<file path="src/core/epr_dummy_unused.sv">
// Empty file; the block's logic lives in the other core files

</file>
<file path="src/core/epr_pkg.sv">
// Shared constants and types of the serial EEPROM programming block
package epr_pkg;
	// Timing
	localparam int CLK_FREQ_KHZ = 25000;
	localparam int PROG_TIME_US = 10000;
	localparam int PROG_CYCLES  = PROG_TIME_US * (CLK_FREQ_KHZ / 1000);
	// Frame layout
	localparam int FRAME_W   = 26;
	localparam int CNT_W     = 5;
	localparam int BYTES     = 256;
	localparam int HDR_LEN   = 3;
	localparam int ADDR_WORD = 8;
	localparam int ADDR_BYTE = 9;
	localparam int DATA_WORD = 16;
	localparam int DATA_BYTE = 8;
	localparam logic [CNT_W-1:0] CNT_ZERO = 5'h00;
	localparam logic [CNT_W-1:0] CNT_ONE  = 5'h01;
	localparam logic [CNT_W-1:0] CNT_MAX  = 5'h1f;
	localparam logic [CNT_W-1:0] LEN_ERASE_WORD = CNT_W'(HDR_LEN + ADDR_WORD);
	localparam logic [CNT_W-1:0] LEN_ERASE_BYTE = CNT_W'(HDR_LEN + ADDR_BYTE);
	localparam logic [CNT_W-1:0] LEN_WRITE_WORD = CNT_W'(HDR_LEN + ADDR_WORD + DATA_WORD);
	localparam logic [CNT_W-1:0] LEN_WRITE_BYTE = CNT_W'(HDR_LEN + ADDR_BYTE + DATA_BYTE);
	// Instruction codes
	localparam logic [1:0] OPC_MISC     = 2'h0;
	localparam logic [1:0] OPC_WRITE    = 2'h1;
	localparam logic [1:0] OPC_ERASE    = 2'h3;
	localparam logic [1:0] SUB_ERASE_ALL = 2'h2;
	localparam logic [1:0] SUB_PROG_ALL  = 2'h1;
	localparam logic [7:0] BYTE_ERASED  = 8'hff;
	typedef enum logic [1:0] {
		PRG_WRITE,
		PRG_ERASE,
		PRG_ERASE_ALL,
		PRG_PROGRAM_ALL
	} epr_prog_t;
endpackage : epr_pkg

</file>
<file path="src/core/epr_prog_if.sv">
// Request and status between instruction front end and programming engine
`timescale 1ns/1ps
interface epr_prog_if;
	import epr_pkg::*;
	logic        start;
	epr_prog_t   op;
	logic [7:0]  addr;
	logic [15:0] data;
	logic        word;
	logic        busy;
	modport front (output start, output op, output addr, output data, output word, input busy);
	modport engine (input start, input op, input addr, input data, input word, output busy);
endinterface : epr_prog_if

</file>
<file path="src/core/epr_top.sv">
// Serial EEPROM instruction front end with whole-memory programming and status
// Overview of operation
// - Erase-all sets every memory bit to one; address is dummy.
// - Erase-type instruction starts its self-timed cycle on select falling.
// - Write-all programs the given byte or word into every address.
// - Opcode 00 with address top bits 10 erase-all, 01 write-all.
// - Programming cycle: output shows 0 busy, 1 ready while select high.
// - Serial input ignored while a programming cycle runs.
// - Ready level stays until new start bit or select low.
// - After select rises, first one sampled on a clock rise is start.
// - Enhanced variant counts clock pulses from start to select falling.
// - Byte organization: write runs only with exactly 20 pulses.
// - Word organization: write runs only with exactly 27 pulses.
// - Pulse check applies only to programming instructions.
// - Memory starts with all locations holding all ones.
// - Organization input high selects words, low selects bytes.
`timescale 1ns/1ps
module epr_top #(
	parameter int PROG_CYCLES_P = epr_pkg::PROG_CYCLES
) (
	// Clock and reset
	input  wire logic i_clock,
	input  wire logic i_resetn,
	// Serial pins
	input  wire logic i_select,
	input  wire logic i_sclk,
	input  wire logic i_din,
	output logic      o_dout,
	output logic      o_dout_oe,
	// Straps
	input  wire logic i_org,
	input  wire logic i_enhanced
);
	import epr_pkg::*;

	typedef enum logic [1:0] {
		ST_OFF,
		ST_HUNT,
		ST_FRAME
	} epr_state_t;

	epr_prog_if prog ();

	epr_engine #(
		.PROG_CYCLES_P (PROG_CYCLES_P)
	) u_engine (
		.i_clock  (i_clock),
		.i_resetn (i_resetn),
		.prog     (prog)
	);

	// Two-stage synchronisers for the serial and strap inputs (select, clock, data in, org, enhanced)
	logic [4:0]             sync1;
	logic [4:0]             sync2;
	logic                   sclk_prev;
	logic                   sel_prev;
	epr_state_t             state;
	epr_state_t             next_state;
	logic [FRAME_W-1:0]     frame;
	logic [FRAME_W-1:0]     next_frame;
	logic [CNT_W-1:0]       count;
	logic [CNT_W-1:0]       next_count;
	logic                   armed;
	logic                   next_armed;
	logic                   start;
	logic                   next_start;
	epr_prog_t              op;
	epr_prog_t              next_op;
	logic [7:0]             addr;
	logic [7:0]             next_addr;
	logic [15:0]            data;
	logic [15:0]            next_data;
	logic                   word;
	logic                   next_word;
	logic                   dout;
	logic                   next_dout;
	logic                   dout_oe;
	logic                   next_dout_oe;

	logic sel_s;
	logic sclk_s;
	logic din_s;
	logic org_s;
	logic enh_s;
	logic sclk_rise;
	logic sel_fall;

	assign sel_s     = sync2[0];
	assign sclk_s    = sync2[1];
	assign din_s     = sync2[2];
	assign org_s     = sync2[3];
	assign enh_s     = sync2[4];
	assign sclk_rise = sclk_s && !sclk_prev;
	assign sel_fall  = sel_prev && !sel_s;

	assign prog.start = start;
	assign prog.op    = op;
	assign prog.addr  = addr;
	assign prog.data  = data;
	assign prog.word  = word;
	assign o_dout     = dout;
	assign o_dout_oe  = dout_oe;

	// Decode of a finished frame; valid marks a programming instruction
	function automatic logic decode(input logic [FRAME_W-1:0] f, input logic w,
	                                output epr_prog_t kind, output logic has_data);
		decode   = 1'b1;
		has_data = 1'b0;
		kind     = PRG_WRITE;
		if (f[25:24] == OPC_WRITE) begin
			has_data = 1'b1;
		end else if (f[25:24] == OPC_ERASE) begin
			kind = PRG_ERASE;
		end else if (f[25:24] == OPC_MISC && f[23:22] == SUB_ERASE_ALL) begin
			kind = PRG_ERASE_ALL;
		end else if (f[25:24] == OPC_MISC && f[23:22] == SUB_PROG_ALL) begin
			kind     = PRG_PROGRAM_ALL;
			has_data = 1'b1;
		end else begin
			decode = 1'b0;
		end
		if (w == 1'b0 && kind == PRG_ERASE && f[25:24] != OPC_ERASE) begin
			decode = 1'b0;
		end
	endfunction : decode

	always_comb begin
		logic             ok;
		logic             has_data;
		epr_prog_t        kind;
		logic [CNT_W-1:0] want;
		ok           = 1'b0;
		has_data     = 1'b0;
		kind         = PRG_WRITE;
		want         = CNT_ZERO;
		next_state   = state;
		next_frame   = frame;
		next_count   = count;
		next_start   = 1'b0;
		next_op      = op;
		next_addr    = addr;
		next_data    = data;
		next_word    = word;
		next_armed   = armed;
		case (state)
			ST_OFF: begin
				if (sel_s) begin
					next_state = ST_HUNT;
				end
			end
			ST_HUNT: begin
				if (!sel_s) begin
					next_state = ST_OFF;
				end else if (sclk_rise && din_s && !prog.busy) begin
					next_state = ST_FRAME;
					next_count = CNT_ONE;
					next_frame = '0;
				end
			end
			ST_FRAME: begin
				if (sel_s && sclk_rise) begin
					if (count != CNT_MAX) begin
						next_count = count + CNT_ONE;
					end
					if (count <= CNT_W'(FRAME_W)) begin
						next_frame[CNT_W'(FRAME_W) - count] = din_s;
					end
				end
				if (sel_fall) begin
					next_state = ST_OFF;
					ok = decode(frame, org_s, kind, has_data);
					if (has_data) begin
						want = org_s ? LEN_WRITE_WORD : LEN_WRITE_BYTE;
					end else begin
						want = org_s ? LEN_ERASE_WORD : LEN_ERASE_BYTE;
					end
					// exact count check; base skips it
					if (enh_s && count != want) begin
						ok = 1'b0;
					end
					if (ok && !prog.busy) begin
						next_start = 1'b1;
						next_armed = 1'b1;
						next_op    = kind;
						next_word  = org_s;
						if (org_s) begin
							next_addr = {frame[22:16], 1'b0};
							next_data = frame[15:0];
						end else begin
							next_addr = frame[22:15];
							next_data = {8'h00, frame[14:7]};
						end
					end
				end
			end
			default: begin
				next_state = ST_OFF;
			end
		endcase
		// ready held until select low or new start
		if (!next_start && !prog.busy && !start &&
		    (!sel_s || (state == ST_HUNT && next_state == ST_FRAME))) begin
			next_armed = 1'b0;
		end
		// status on output while select high
		next_dout_oe = next_armed && sel_s;
		next_dout    = next_armed && sel_s && !prog.busy && !start;
	end

	always_ff @(posedge i_clock or negedge i_resetn) begin
		if (!i_resetn) begin
			sync1     <= 5'h00;
			sync2     <= 5'h00;
			sclk_prev <= 1'b0;
			sel_prev  <= 1'b0;
			state     <= ST_OFF;
			frame     <= '0;
			count     <= CNT_ZERO;
			start     <= 1'b0;
			op        <= PRG_WRITE;
			addr      <= 8'h00;
			data      <= 16'h0000;
			word      <= 1'b0;
			armed     <= 1'b0;
			dout      <= 1'b0;
			dout_oe   <= 1'b0;
		end else begin
			sync1     <= {i_enhanced, i_org, i_din, i_sclk, i_select};
			sync2     <= sync1;
			sclk_prev <= sclk_s;
			sel_prev  <= sel_s;
			state     <= next_state;
			frame     <= next_frame;
			count     <= next_count;
			start     <= next_start;
			op        <= next_op;
			addr      <= next_addr;
			data      <= next_data;
			word      <= next_word;
			armed     <= next_armed;
			dout      <= next_dout;
			dout_oe   <= next_dout_oe;
		end
	end
endmodule : epr_top

</file>
<file path="src/core/epr_engine.sv">
// Self-timed programming engine with the memory array
`timescale 1ns/1ps
module epr_engine #(
	parameter int PROG_CYCLES_P = epr_pkg::PROG_CYCLES
) (
	// Clock and reset
	input  wire logic  i_clock,
	input  wire logic  i_resetn,
	// Request
	epr_prog_if.engine prog
);
	import epr_pkg::*;
	localparam int TW = $clog2(PROG_CYCLES_P + 1);

	logic [7:0]    mem [BYTES];
	logic [7:0]    next_mem [BYTES];
	logic [TW-1:0] timer;
	logic [TW-1:0] next_timer;
	logic          busy;
	logic          next_busy;
	epr_prog_t     op;
	epr_prog_t     next_op;
	logic [7:0]    addr;
	logic [7:0]    next_addr;
	logic [15:0]   data;
	logic [15:0]   next_data;
	logic          word;
	logic          next_word;

	assign prog.busy = busy;

	always_comb begin
		next_timer = timer;
		next_busy  = busy;
		next_op    = op;
		next_addr  = addr;
		next_data  = data;
		next_word  = word;
		for (int i = 0; i < BYTES; i++) begin
			next_mem[i] = mem[i];
		end
		if (prog.start && !busy) begin
			next_busy  = 1'b1;
			next_timer = TW'(PROG_CYCLES_P);
			next_op    = prog.op;
			next_addr  = prog.addr;
			next_data  = prog.data;
			next_word  = prog.word;
		end else if (busy) begin
			next_timer = timer - TW'(1);
			if (timer == TW'(1)) begin
				next_busy = 1'b0;
				case (op)
					PRG_WRITE: begin
						if (word) begin
							next_mem[addr]      = data[15:8];
							next_mem[addr | 8'h01] = data[7:0];
						end else begin
							next_mem[addr] = data[7:0];
						end
					end
					PRG_ERASE: begin
						next_mem[addr] = BYTE_ERASED;
						if (word) begin
							next_mem[addr | 8'h01] = BYTE_ERASED;
						end
					end
					PRG_ERASE_ALL: begin
						for (int i = 0; i < BYTES; i++) begin
							next_mem[i] = BYTE_ERASED;
						end
					end
					PRG_PROGRAM_ALL: begin
						for (int i = 0; i < BYTES; i++) begin
							next_mem[i] = word ? ((i % 2 == 0) ? data[15:8] : data[7:0])
							                   : data[7:0];
						end
					end
					default: begin
						next_busy = 1'b0;
					end
				endcase
			end
		end
	end

	always_ff @(posedge i_clock or negedge i_resetn) begin
		if (!i_resetn) begin
			timer <= '0;
			busy  <= 1'b0;
			op    <= PRG_WRITE;
			addr  <= 8'h00;
			data  <= 16'h0000;
			word  <= 1'b0;
			for (int i = 0; i < BYTES; i++) begin
				mem[i] <= BYTE_ERASED;
			end
		end else begin
			timer <= next_timer;
			busy  <= next_busy;
			op    <= next_op;
			addr  <= next_addr;
			data  <= next_data;
			word  <= next_word;
			for (int i = 0; i < BYTES; i++) begin
				mem[i] <= next_mem[i];
			end
		end
	end
endmodule : epr_engine

</file>
<file path="config.mk">
export PLATFORM = sky130hd
export DESIGN_NAME = epr_top
export DESIGN_NICKNAME = d
export VERILOG_FILES = /design/src/core/epr_dummy_unused.sv /design/src/core/epr_pkg.sv /design/src/core/epr_prog_if.sv /design/src/core/epr_top.sv /design/src/core/epr_engine.sv
export SDC_FILE = /design/constraint.sdc
export NUM_CORES = 1
export LEC_CHECK = 0
export BUFFER_PORTS_ARGS = -buffer_cell sky130_fd_sc_hd__buf_2
export CAP_MARGIN = 20
export CORE_MARGIN = 10
export CORE_UTILIZATION = 45
export DETAILED_ROUTE_END_ITERATION = 7
export GPL_ROUTABILITY_DRIVEN = 0
export MAX_ROUTING_LAYER = met4
export PLACE_DENSITY = 0.61
export SLEW_MARGIN = 20
export SYNTH_ARGS = -nofsm -noshare
export SYNTH_HDL_FRONTEND = slang
export SYNTH_HIERARCHICAL = 1
export SYNTH_SLANG_ARGS = --single-unit
</file>
<file path="constraint.sdc">
create_clock -name i_clock -period 4.7 [get_ports i_clock]
set_input_delay 0.94 -clock i_clock [delete_from_list [all_inputs] [get_ports i_clock]]
set_output_delay 0.94 -clock i_clock [all_outputs]
set_load 0.03 [all_outputs]
</file>
# After elaboration in Yosys (flattened, before gate mapping)
# Cells that the tools add are included.
# word_totals
regBits	68
inputBits	7
# classes
addsub	3
bitwise_logic	1
n_mux	54
eq_ne	17
n_reduce_logical	32
magnitude_cmp	3
# ops
op	count
two-way mux 26 bit	4
case mux 26 bit (2 select lines)	1
two-way mux 18 bit	2
two-way mux 5 bit	7
bitwise mux 26 bit	1
two-way mux 1 bit	24
logical AND 1 bit	20
two-way mux 2 bit	10
== test 18 x 1 -> 1 bit (second input constant)	1
subtractor 18 x 1 -> 18 bit (second input constant)	1
inequality test 2 bit (second input constant)	6
case mux 5 bit (2 select lines)	1
AND reduction 5 bit	2
== test 2 x 1 -> 1 bit (second input constant)	4
== test 2 bit (second input constant)	4
less-than comparator 5 x 6 -> 1 bit (second input constant)	1
case mux 2 bit (3 select lines)	1
adder 5 x 1 -> 5 bit (second input constant)	1
demux 1 bit (select 5 bit)	1
greater-or-equal comparator 5 x 1 -> 1 bit (second input constant)	1
<= comparator 5 bit (second input constant)	1
zero test 1 bit	5
inequality test 5 bit	1
inequality test 5 bit (second input constant)	1
other kinds (7)	9

# Longest topological paths before layout
# Gate-level depths: netlist (run 1).
# depth
depth_word	28
depth_mapped	11
mapped_depth_nobuf	7

# Cells and area by module
# The synthesis (run 1) kept the hierarchy.
# by_module_without_submodules
module	area_per_inst_um2	cells_per_inst	n_inst
epr_top	3787.4	349	1
epr_engine	985.9	94	1

# Worst setup path after synthesis (run 1)
# OpenSTA, ideal clock, no wires.
# synth_timing
kind	flip-flop to flip-flop
startpoint	register count[0]
endpoint	register frame[13]
arrival_ps	2246
stages_incl_launch_ff	12
period_less_slack_ps	2372
setup_time_ps	126
slack_ps	2328
n_path_buf	4
cell_sequence	dfrtp_1 -> buf_2 -> inv_1 -> ha_1 -> buf_2 -> and3b_1 -> o21ai_1 -> a21boi_1 -> or2_0 -> buf_2 -> buf_6 -> a221o_1
# synth_between
elab_chain_len	9
word_cells_on_any_way	13
classes_between	add/sub: 1; order compare: 3; eq/ne: 1; mux: 6; reduce/logical: 2
# synth_rtl
element	line_no	text
start, declared	epr_top.sv:61	logic [CNT_W-1:0] count;
start signal, assigned	epr_top.sv:234	count <= next_count;
subtractor 5 bit	epr_top.sv:166	next_frame[CNT_W'(FRAME_W) - count] = din_s;
less-than comparator 5 x 6 -> 1 bit (not written as such) or greater-or-equal comparator 5 x 1 -> 1 bit (tied branches)	epr_top.sv:166	
logical AND 1 bit (not written as such)	epr_top.sv:166	
two-way mux 1 bit (not written as such)	epr_top.sv:166	
demux 1 bit (select 5 bit)	epr_top.sv:166	
bitwise mux 26 bit	epr_top.sv:166	
two-way mux 26 bit	epr_top.sv:165	if (count <= CNT_W'(FRAME_W)) begin
two-way mux 26 bit	epr_top.sv:161	if (sel_s && sclk_rise) begin
case mux 26 bit (2 select lines)	epr_top.sv:145	case (state)
end signal, assigned	epr_top.sv:233	frame <= next_frame;
end, declared	epr_top.sv:59	logic [FRAME_W-1:0] frame;
# Parallel ways exist; a longest one is shown, timed or not. The select of a mux whose other input is x is not followed.
# A chain may end at the register's enable or synchronous reset.

# Final worst setup path (run 1)
# layout_timing
startpoint	register count[0]
endpoint	register frame[23]
# Same word-level chain as after synthesis.

==> flow_summary_export.csv, run 1 <==
group,metric,value,unit
timing,fin_setup_tns,0,ns
timing,hold_violations,0,
grt,grt_pass1_wl,7560,um
floorplan,die_h,93.8,um
floorplan,core_area,5200,sq um
clock_network,clk_path_buf_depth,2,
setup_path,required,4.88,ns
clock_network,ctsResizeCount,0,
timing,relSlewSlack,0.541,
run,drv_cap,0,
clock_network,clock_latency,0.29,ns
grt,grt_overflow_total,0,
layout,nFillCells,490,
clock_network,cts_tree,"yes",
layout,drive_above_1_share,0.127,
synthesis,netlist_area,2450,sq um
setup_path,r2r_cells,7,
synthesis,syn_nets,255,
timing,rsz0062_at_grt,"no",
clock_network,cts-root-buf,"clkbuf_8",
clock_network,cts_made_buffers,5,
timing,finalClockSkew,0.00906,ns
grt,grt_pass1_vias,1597,
routing,firstDrtPassIters,4,
floorplan,die_area,8800,sq um
floorplan,rows,26,
timing,min_period,2.19,ns
timing,setup_viol,0,
floorplan,initial_core_util,0.471,
grt,grt.total_usage,0.106,
clock_network,clk_pin_slew,0.08,ns
routing,wl,4370,um
power_and_ir_drop,p_total,804,uW
setup_path,path_buf_inv,1,
setup_path,cp-end-kind,"register",
timing,fmax,0.457,GHz
synthesis,ys_warn_count,6,
routing,vias_per_cell,5.36,
routing,drt_iter0_drc,104,
layout,areaGrowthSynthToFinish,6.89,%
setup_path,crit_type,"register to register",
clock_network,cts_hold_buf,0,
timing,tightestPinTransition,0.688,ns
clock_network,cts-htree-levels,2,
place,numPortBuffers,8,
run_status,status,"finished, final reports clean",
floorplan,io_pins,9,
setup_path,setup.worst_path.start_class,"register",
place,dpl.hpwl,3070,um
synthesis,syn_inst,240,
setup_path,crit_fanout,11,
power_and_ir_drop,power_density,307,nW/um^2
layout,layout.nets,251,
routing,ant_nets,0,
power_and_ir_drop,ir_drop,0.000213,V
timing,finalCritPeriodShare,0.466,
setup_path,cpPeakStageDelay,0.51,ns
setup_path,path_cells,"inv_1 > ha_1 > and3b_1 > o21ai_1 > a21boi_1 > or2_0 > a221o_1",
setup_path,cp.arrival,2.37,ns
routing,wl_per_cell,14.2,um
synthesis,synth_area_per_cell,10.2,sq um
setup_path,critPathTopFamily,"compound AO/OA/AOI/OAI gates",
power_and_ir_drop,p_leak,0.00121,uW
routing,vias,1647,
routing,drc_errors,0,
min_path,hp-class,"register to register",
layout,n_antenna_cell,0,
min_path,whs_path_depth,0,
setup_path,path_depth,7,
floorplan,die_width,93.8,um
clock_network,post_cts_buffers,0,
setup_path,cpMaxStageDelayCell,"dfrtp_1",
grt,antenna_found_initial,0,
clock_network,cts.sink_count,46,
timing,slew_viol_final,0,
grt,grt_max_degree,47,
## per-layer routing
layer | track usage | vias up | wire length, um
met5 | - | - | 0
met4 | 0.0253 | 0 | 44
li1 | - | 828 | -
met2 | 0.147 | 27 | 1820
met1 | 0.149 | 786 | 2370
met3 | 0.0280 | 6 | 133
## worst paths after layout
kind,from,to,slack [ns]
max,count[0],frame[23],2.51
min,sync1[2],sync2[2],0.35
max reg2reg,count[0],frame[23],2.51
min reg2reg,sync1[2],sync2[2],0.35
max in group asynchronous,i_resetn,o_dout,3.66
min in group asynchronous,i_resetn,count[0],0.64
## state kept, by name, summed over array words and instances, names as in the netlist
signal / cells
prog.start: 1
sync2: 5
sel_prev: 1
u_engine/prog.busy: 1
sync1: 5
u_engine/timer: 18
o_dout_oe: 1
count: 5
armed: 1
frame: 4
sclk_prev: 1
o_dout: 1
state: 2
## placed cells by master (no fill, tap or decap), drive strengths merged, types with 4 or more instances in the layout
master	n
a221o	4
nand3b	4
o21ai	9
dfrtp	46
inv	8
nand3	4
nand2b	6
nor2	22
nor2b	5
clkbuf	6
a21oi	6
mux2i	12
ha	8
buf	8
nor4	7
nand2	31
## power breakdown
part | switching (uW) | leakage [uW] | internal (uW)
clock network | 130 | 0.0000714 | 227
logic | 19.9 | 0.000533 | 12.1
registers | 11.9 | 0.000609 | 404
## metrics by stage
stage	cell area, sq um	hold WS, ns	utilization	std cells	setup WS (ns)
floorplan	2450	0.331	-	240	2.49
CTS	2620	0.356	0.503	307	2.52
detailed placement	2470	0.335	0.475	299	2.54
finish	2620	0.352	0.503	307	2.51
global route	2620	0.365	0.503	307	2.35
global placement	2470	0.331	0.475	299	2.60
## cell type report
class                           count  area, sq um  area share
Timing Repair Buffer                8         42.5      0.0162
Multi-Input combinational cell    167         1170       0.445
Tap cell                           70         87.6      0.0334
Sequential cell                    46         1150       0.439
Clock inverter                      2         60.1      0.0229
Inverter                            8         30.0      0.0115
Clock buffer                        6         82.6      0.0315
Power figures use the tool's default switching activity.
==> run 2, diff against run 1 <==
clock period = 2.3 ns   (was 4.7 ns; I/O delays follow)
==> run 2 against run 1 <==
  * Clock power grew 35%
  * Critical endpoint is now frame[24]
  * Via count shrank 0.12%
  * Sequential power grew 100%
  * Clock-buffer cell count is the same
  * Sequential share of layout area grew 0.39 points
  * Highest routed layer unchanged
==> flow_summary_export.csv, run 2 (same netlist as run 1, synthesis figures left out) <==
group,metric,value,unit
timing,hold_violations,0,
power_and_ir_drop,power_density,538,nW/um^2
routing,vias,1645,
clock_network,clock_latency,0.30,ns
setup_path,cp.arrival,2.30,ns
place,numPortBuffers,8,
floorplan,die_h,93.8,um
floorplan,die_area,8800,sq um
setup_path,reg2reg_from,"count[1]",
timing,tightestPinTransition,0.688,ns
layout,nFillCells,498,
clock_network,cts.sink_count,46,
power_and_ir_drop,p_leak,0.00121,uW
routing,wl_per_cell,14.0,um
timing,slew_viol_final,0,
layout,n_antenna_cell,0,
run,drv_cap,0,
layout,drive_above_1_share,0.145,
grt,grt_overflow_total,0,
clock_network,cts_hold_buf,0,
floorplan,core_area,5200,sq um
power_and_ir_drop,ir_drop,0.000407,V
layout,top_register,"u_engine/timer",
min_path,hp-class,"input port to asynchronous set/reset pin",
floorplan,io_pins,9,
layout,layout.nets,256,
layout,largest_reg_flops,18,
layout,final_common_cell,"dfrtp_1",
routing,drt_iter0_drc,82,
floorplan,initial_core_util,0.471,
grt,grt_pass1_wl,7730,um
grt,grt_pass1_vias,1578,
setup_path,crit_path_start,"count[1]",
floorplan,die_width,93.8,um
setup_path,required,2.48,ns
routing,firstDrtPassIters,4,
routing,ant_nets,0,
timing,rsz0062_at_grt,"no",
layout,layout_common_cells,"45 x dfrtp_1, 31 x nand2_1, 22 x nor2_1",
clock_network,cts-htree-levels,2,
place,place_area,2510,sq um
clock_network,cts_tree,"yes",
clock_network,clk_pin_slew,0.08,ns
timing,fin_setup_tns,0,ns
routing,vias_per_cell,5.27,
grt,grt.total_usage,0.111,
place,dpl.hpwl,3250,um
timing,setup_viol,0,
setup_path,crit_fanout,11,
timing,min_period,2.11,ns
setup_path,setup.worst_path.start_class,"register",
timing,finalCritPeriodShare,0.919,
grt,antenna_found_initial,0,
clock_network,cts_made_buffers,5,
setup_path,cp-end-kind,"register",
timing,fmax,0.473,GHz
grt,grt_max_degree,33,
timing,finalClockSkew,0.00481,ns
layout,areaGrowthSynthToFinish,6.07,%
routing,wl,4370,um
routing,drc_errors,0,
setup_path,crit_type,"register to register",
floorplan,rows,26,
run_status,status,"finished, final reports clean",
clock_network,clk_path_buf_depth,2,
clock_network,cts-root-buf,"clkbuf_8",
layout,final_area,2600,sq um
timing,relSlewSlack,0.541,
[run 2: path summary, 6_finish.rpt]
| path | to | slack (ns) | cells past startpoint |
|---|---|---|---|
| hold reg to reg | sync2[0] | 0.35 | 0 |
| hold / removal | sync1[3] | 0.20 | 1 |
| setup / recovery | frame[24] | 0.19 | 5 |
| max in group asynchronous | count[0] | 1.51 | 2 |
| setup reg to reg | frame[24] | 0.19 | 5 |
| min in group i_clock | sync1[0] | 0.26 | 1 |
[run 2: repair_timing]
item / CTS / global route
resized for setup: 0 / 1
endpoints found under the setup margin: 0 / 3
buffers inserted: 0 / 0
[run 2: final cells by class]
cell class / count / area, sq um / area share
clock buffer: 6 / 72.6 / 0.0279
clock inverter: 2 / 13.8 / 0.00529
inverter: 8 / 30.0 / 0.0115
multi-input combinational: 167 / 1170 / 0.449
sequential: 46 / 1150 / 0.443
tap: 70 / 87.6 / 0.0337
timing repair buffer: 13 / 77.6 / 0.0298
[run 2: worst max-delay path, cell delays in order (launching register included)]
cell and delay (ns):
dfrtp_1 0.50, ha_1 0.28, or4_1 0.52, o22ai_1 0.30, a211oi_1 0.12, a221o_1 0.27
[run 2: through the flow]
step | hold WS, ns | utilization | setup slack [ns] | cells | total power (uW)
2_1_floorplan | 0.164 | - | 0.0892 | 240 | 900
3_3_place_gp | 0.333 | 0.483 | 0.224 | 304 | 933
3_5_place_dp | 0.338 | 0.483 | 0.164 | 304 | 934
4_1_cts | 0.214 | 0.499 | 0.145 | 312 | 1420
5_1_grt | 0.246 | 0.500 | 0.0212 | 312 | 1460
6_report | 0.200 | 0.500 | 0.186 | 312 | 1400
[run 2: where the power goes]
| part | switching, uW | internal [uW] | leakage (uW) |
|---|---|---|---|
| Clock | 267 | 215 | 0.0000452 |
| Combinational | 42.1 | 26.9 | 0.000557 |
| Sequential | 23.6 | 826 | 0.000608 |
| Total | 332 | 1070 | 0.00121 |
[run 2: layer usage]
metal	routed length [um]	track usage	part of all wire
met1	2420	0.163	0.55
met2	1790	0.143	0.41
met3	112	0.0272	0.026
met4	43	0.0380	0.0099
met5	0	-	0
==> run 3, diff against run 2 <==
ABC_AREA = 1   (was unset)
==> run 3 against run 2 <==
  * Clock-buffer cell count shrank 1
  * Worst setup slack improved by 0.28 ns
  * Final cell count is 28% higher
  * Sequential cell count did not move
  * Critical path type unchanged
  * Critical endpoint is now count[3]
  * Largest power group unchanged
  * Highest routed layer unchanged
==> flow_summary_export.csv, run 3 <==
group,metric,value,unit
run_status,status,"finished, final reports clean",
routing,vias,1910,
layout,n_antenna_cell,0,
layout,fin_util,0.492,
floorplan,rows,27,
timing,fin_setup_tns,0,ns
routing,drt_iter0_drc,58,
grt,grt_overflow_total,0,
power_and_ir_drop,power_density,531,nW/um^2
place,preCtsSetupSlack,0.505,ns
clock_network,cts-htree-levels,2,
timing,hold_violations,0,
setup_path,cp-end-kind,"register",
setup_path,r2r_cells,8,
synthesis,synth_area_per_cell,7.99,sq um
clock_network,clk_path_buf_depth,2,
layout,top_register,"u_engine/timer",
clock_network,cts_made_buffers,5,
timing,setup_slack,0.465,ns
setup_path,regToRegSetupSlack,0.46,ns
routing,ant_nets,0,
routing,vias_per_cell,4.79,
timing,setup_viol,0,
layout,final_common_cell,"nand2_1",
timing,fmax,0.545,GHz
setup_path,cpMaxStageDelayCell,"dfrtp_1",
clock_network,cts_hold_buf,0,
timing,finalCritPeriodShare,0.798,
setup_path,crit_type,"register to register",
floorplan,die_width,95.3,um
clock_network,clk_pin_slew,0.09,ns
synthesis,syn_nets,334,
setup_path,r2r-end,"count[3]",
layout,layout_common_cells,"75 x nand2_1, 46 x dfrtp_1, 43 x inv_1",
routing,firstDrtPassIters,4,
floorplan,initial_core_util,0.463,
min_path,hp-class,"input port to asynchronous set/reset pin",
grt,antenna_found_initial,0,
setup_path,cpPeakStageDelay,0.46,ns
synthesis,ys_warn_count,6,
layout,areaGrowthSynthToFinish,6.33,%
clock_network,cts-root-buf,"clkbuf_8",
layout,nFillCells,539,
layout,layout.nets,341,
place,numPortBuffers,8,
setup_path,crit_path_start,"count[0]",
clock_network,cts_tree,"yes",
floorplan,die_area,9070,sq um
clock_network,cts.sink_count,46,
setup_path,cp.arrival,2.05,ns
grt,grt_pass1_vias,1893,
grt,grt_max_degree,47,
timing,rsz0062_at_grt,"no",
setup_path,setup.worst_path.start_class,"register",
grt,grt_pass1_wl,8620,um
floorplan,io_pins,9,
routing,drc_errors,0,
routing,wl_per_cell,11.8,um
timing,tightestPinTransition,0.568,ns
timing,relSlewSlack,0.621,
timing,finalClockSkew,0.00725,ns
floorplan,die_h,95.3,um
run,drv_cap,0,
clock_network,ctsResizeCount,0,
layout,drive_above_1_share,0.141,
place,dpl.hpwl,3540,um
setup_path,reg2reg_from,"count[0]",
setup_path,crit_end,"count[3]",
clock_network,clock_latency,0.30,ns
power_and_ir_drop,p_leak,0.00142,uW
routing,wl,4710,um
setup_path,path_cells,"ha_1 > nand2_1 > nor2_1 > ha_1 > or2_1 > a21oi_4 > nand2_1 > o22ai_1",
timing,min_period,1.84,ns
setup_path,crit_fanout,9,
synthesis,syn_inst,319,
layout,largest_reg_flops,18,
timing,slew_viol_final,0,
setup_path,required,2.52,ns
floorplan,core_area,5510,sq um
power_and_ir_drop,ir_drop,0.000315,V
synthesis,netlist_area,2550,sq um
clock_network,post_cts_buffers,0,
grt,grt.total_usage,0.121,
==> run 3: final cells by class <==
type / instances / area (sq um) / area share
multi-input combinational: 213 / 1130 / 0.418
clock buffer: 5 / 68.8 / 0.0254
sequential: 46 / 1150 / 0.425
timing repair buffer: 10 / 55.1 / 0.0203
inverter: 50 / 188 / 0.0693
tap: 72 / 90.1 / 0.0332
clock inverter: 3 / 25.0 / 0.00923
==> run 3: through the flow <==
stage	total power [uW]	hold WS [ns]	area, sq um	std cells
after floorplan	915	0.164	2550	319
after global placement	949	0.333	2620	391
after detailed placement	950	0.341	2620	391
after CTS	1470	0.250	2710	399
after global routing	1510	0.248	2710	399
final	1440	0.236	2710	399
==> run 3: worst max-delay path, delay by kind of cell (launching register included) <==
family / cells / cell delay (ns)
and+or+nand+nor: 4 / 0.50
DFF: 1 / 0.46
adders and majority gates: 2 / 0.42
AOI/OAI and AO/OA: 2 / 0.37
==> run 3: report_power, final <==
part | total, uW | internal (uW) | switching (uW)
clock network | 509 | 220 | 289
logic | 88.2 | 27.6 | 60.6
registers | 843 | 826 | 17.3
==> run 3: worst min-delay path by stage <==
| stage | depth (start not counted) | to | slack [ns] |
|---|---|---|---|
| final | 2 | frame[23] | 0.24 |
| after global routing | 1 | sync1[2] | 0.25 |
| after CTS | 1 | sync1[4] | 0.25 |
| after detailed placement | 0 | sync2[4] | 0.34 |
| after global placement | 0 | sync2[0] | 0.33 |
| after floorplan | 0 | armed | 0.16 |
==> run 3: metal layers <==
layer	up-vias	share of wire	track usage
li1	1006	-	-
met1	884	0.50	0.150
met2	16	0.47	0.194
met3	4	0.028	0.0244
met4	0	0.0093	0.0337
met5	-	0	-
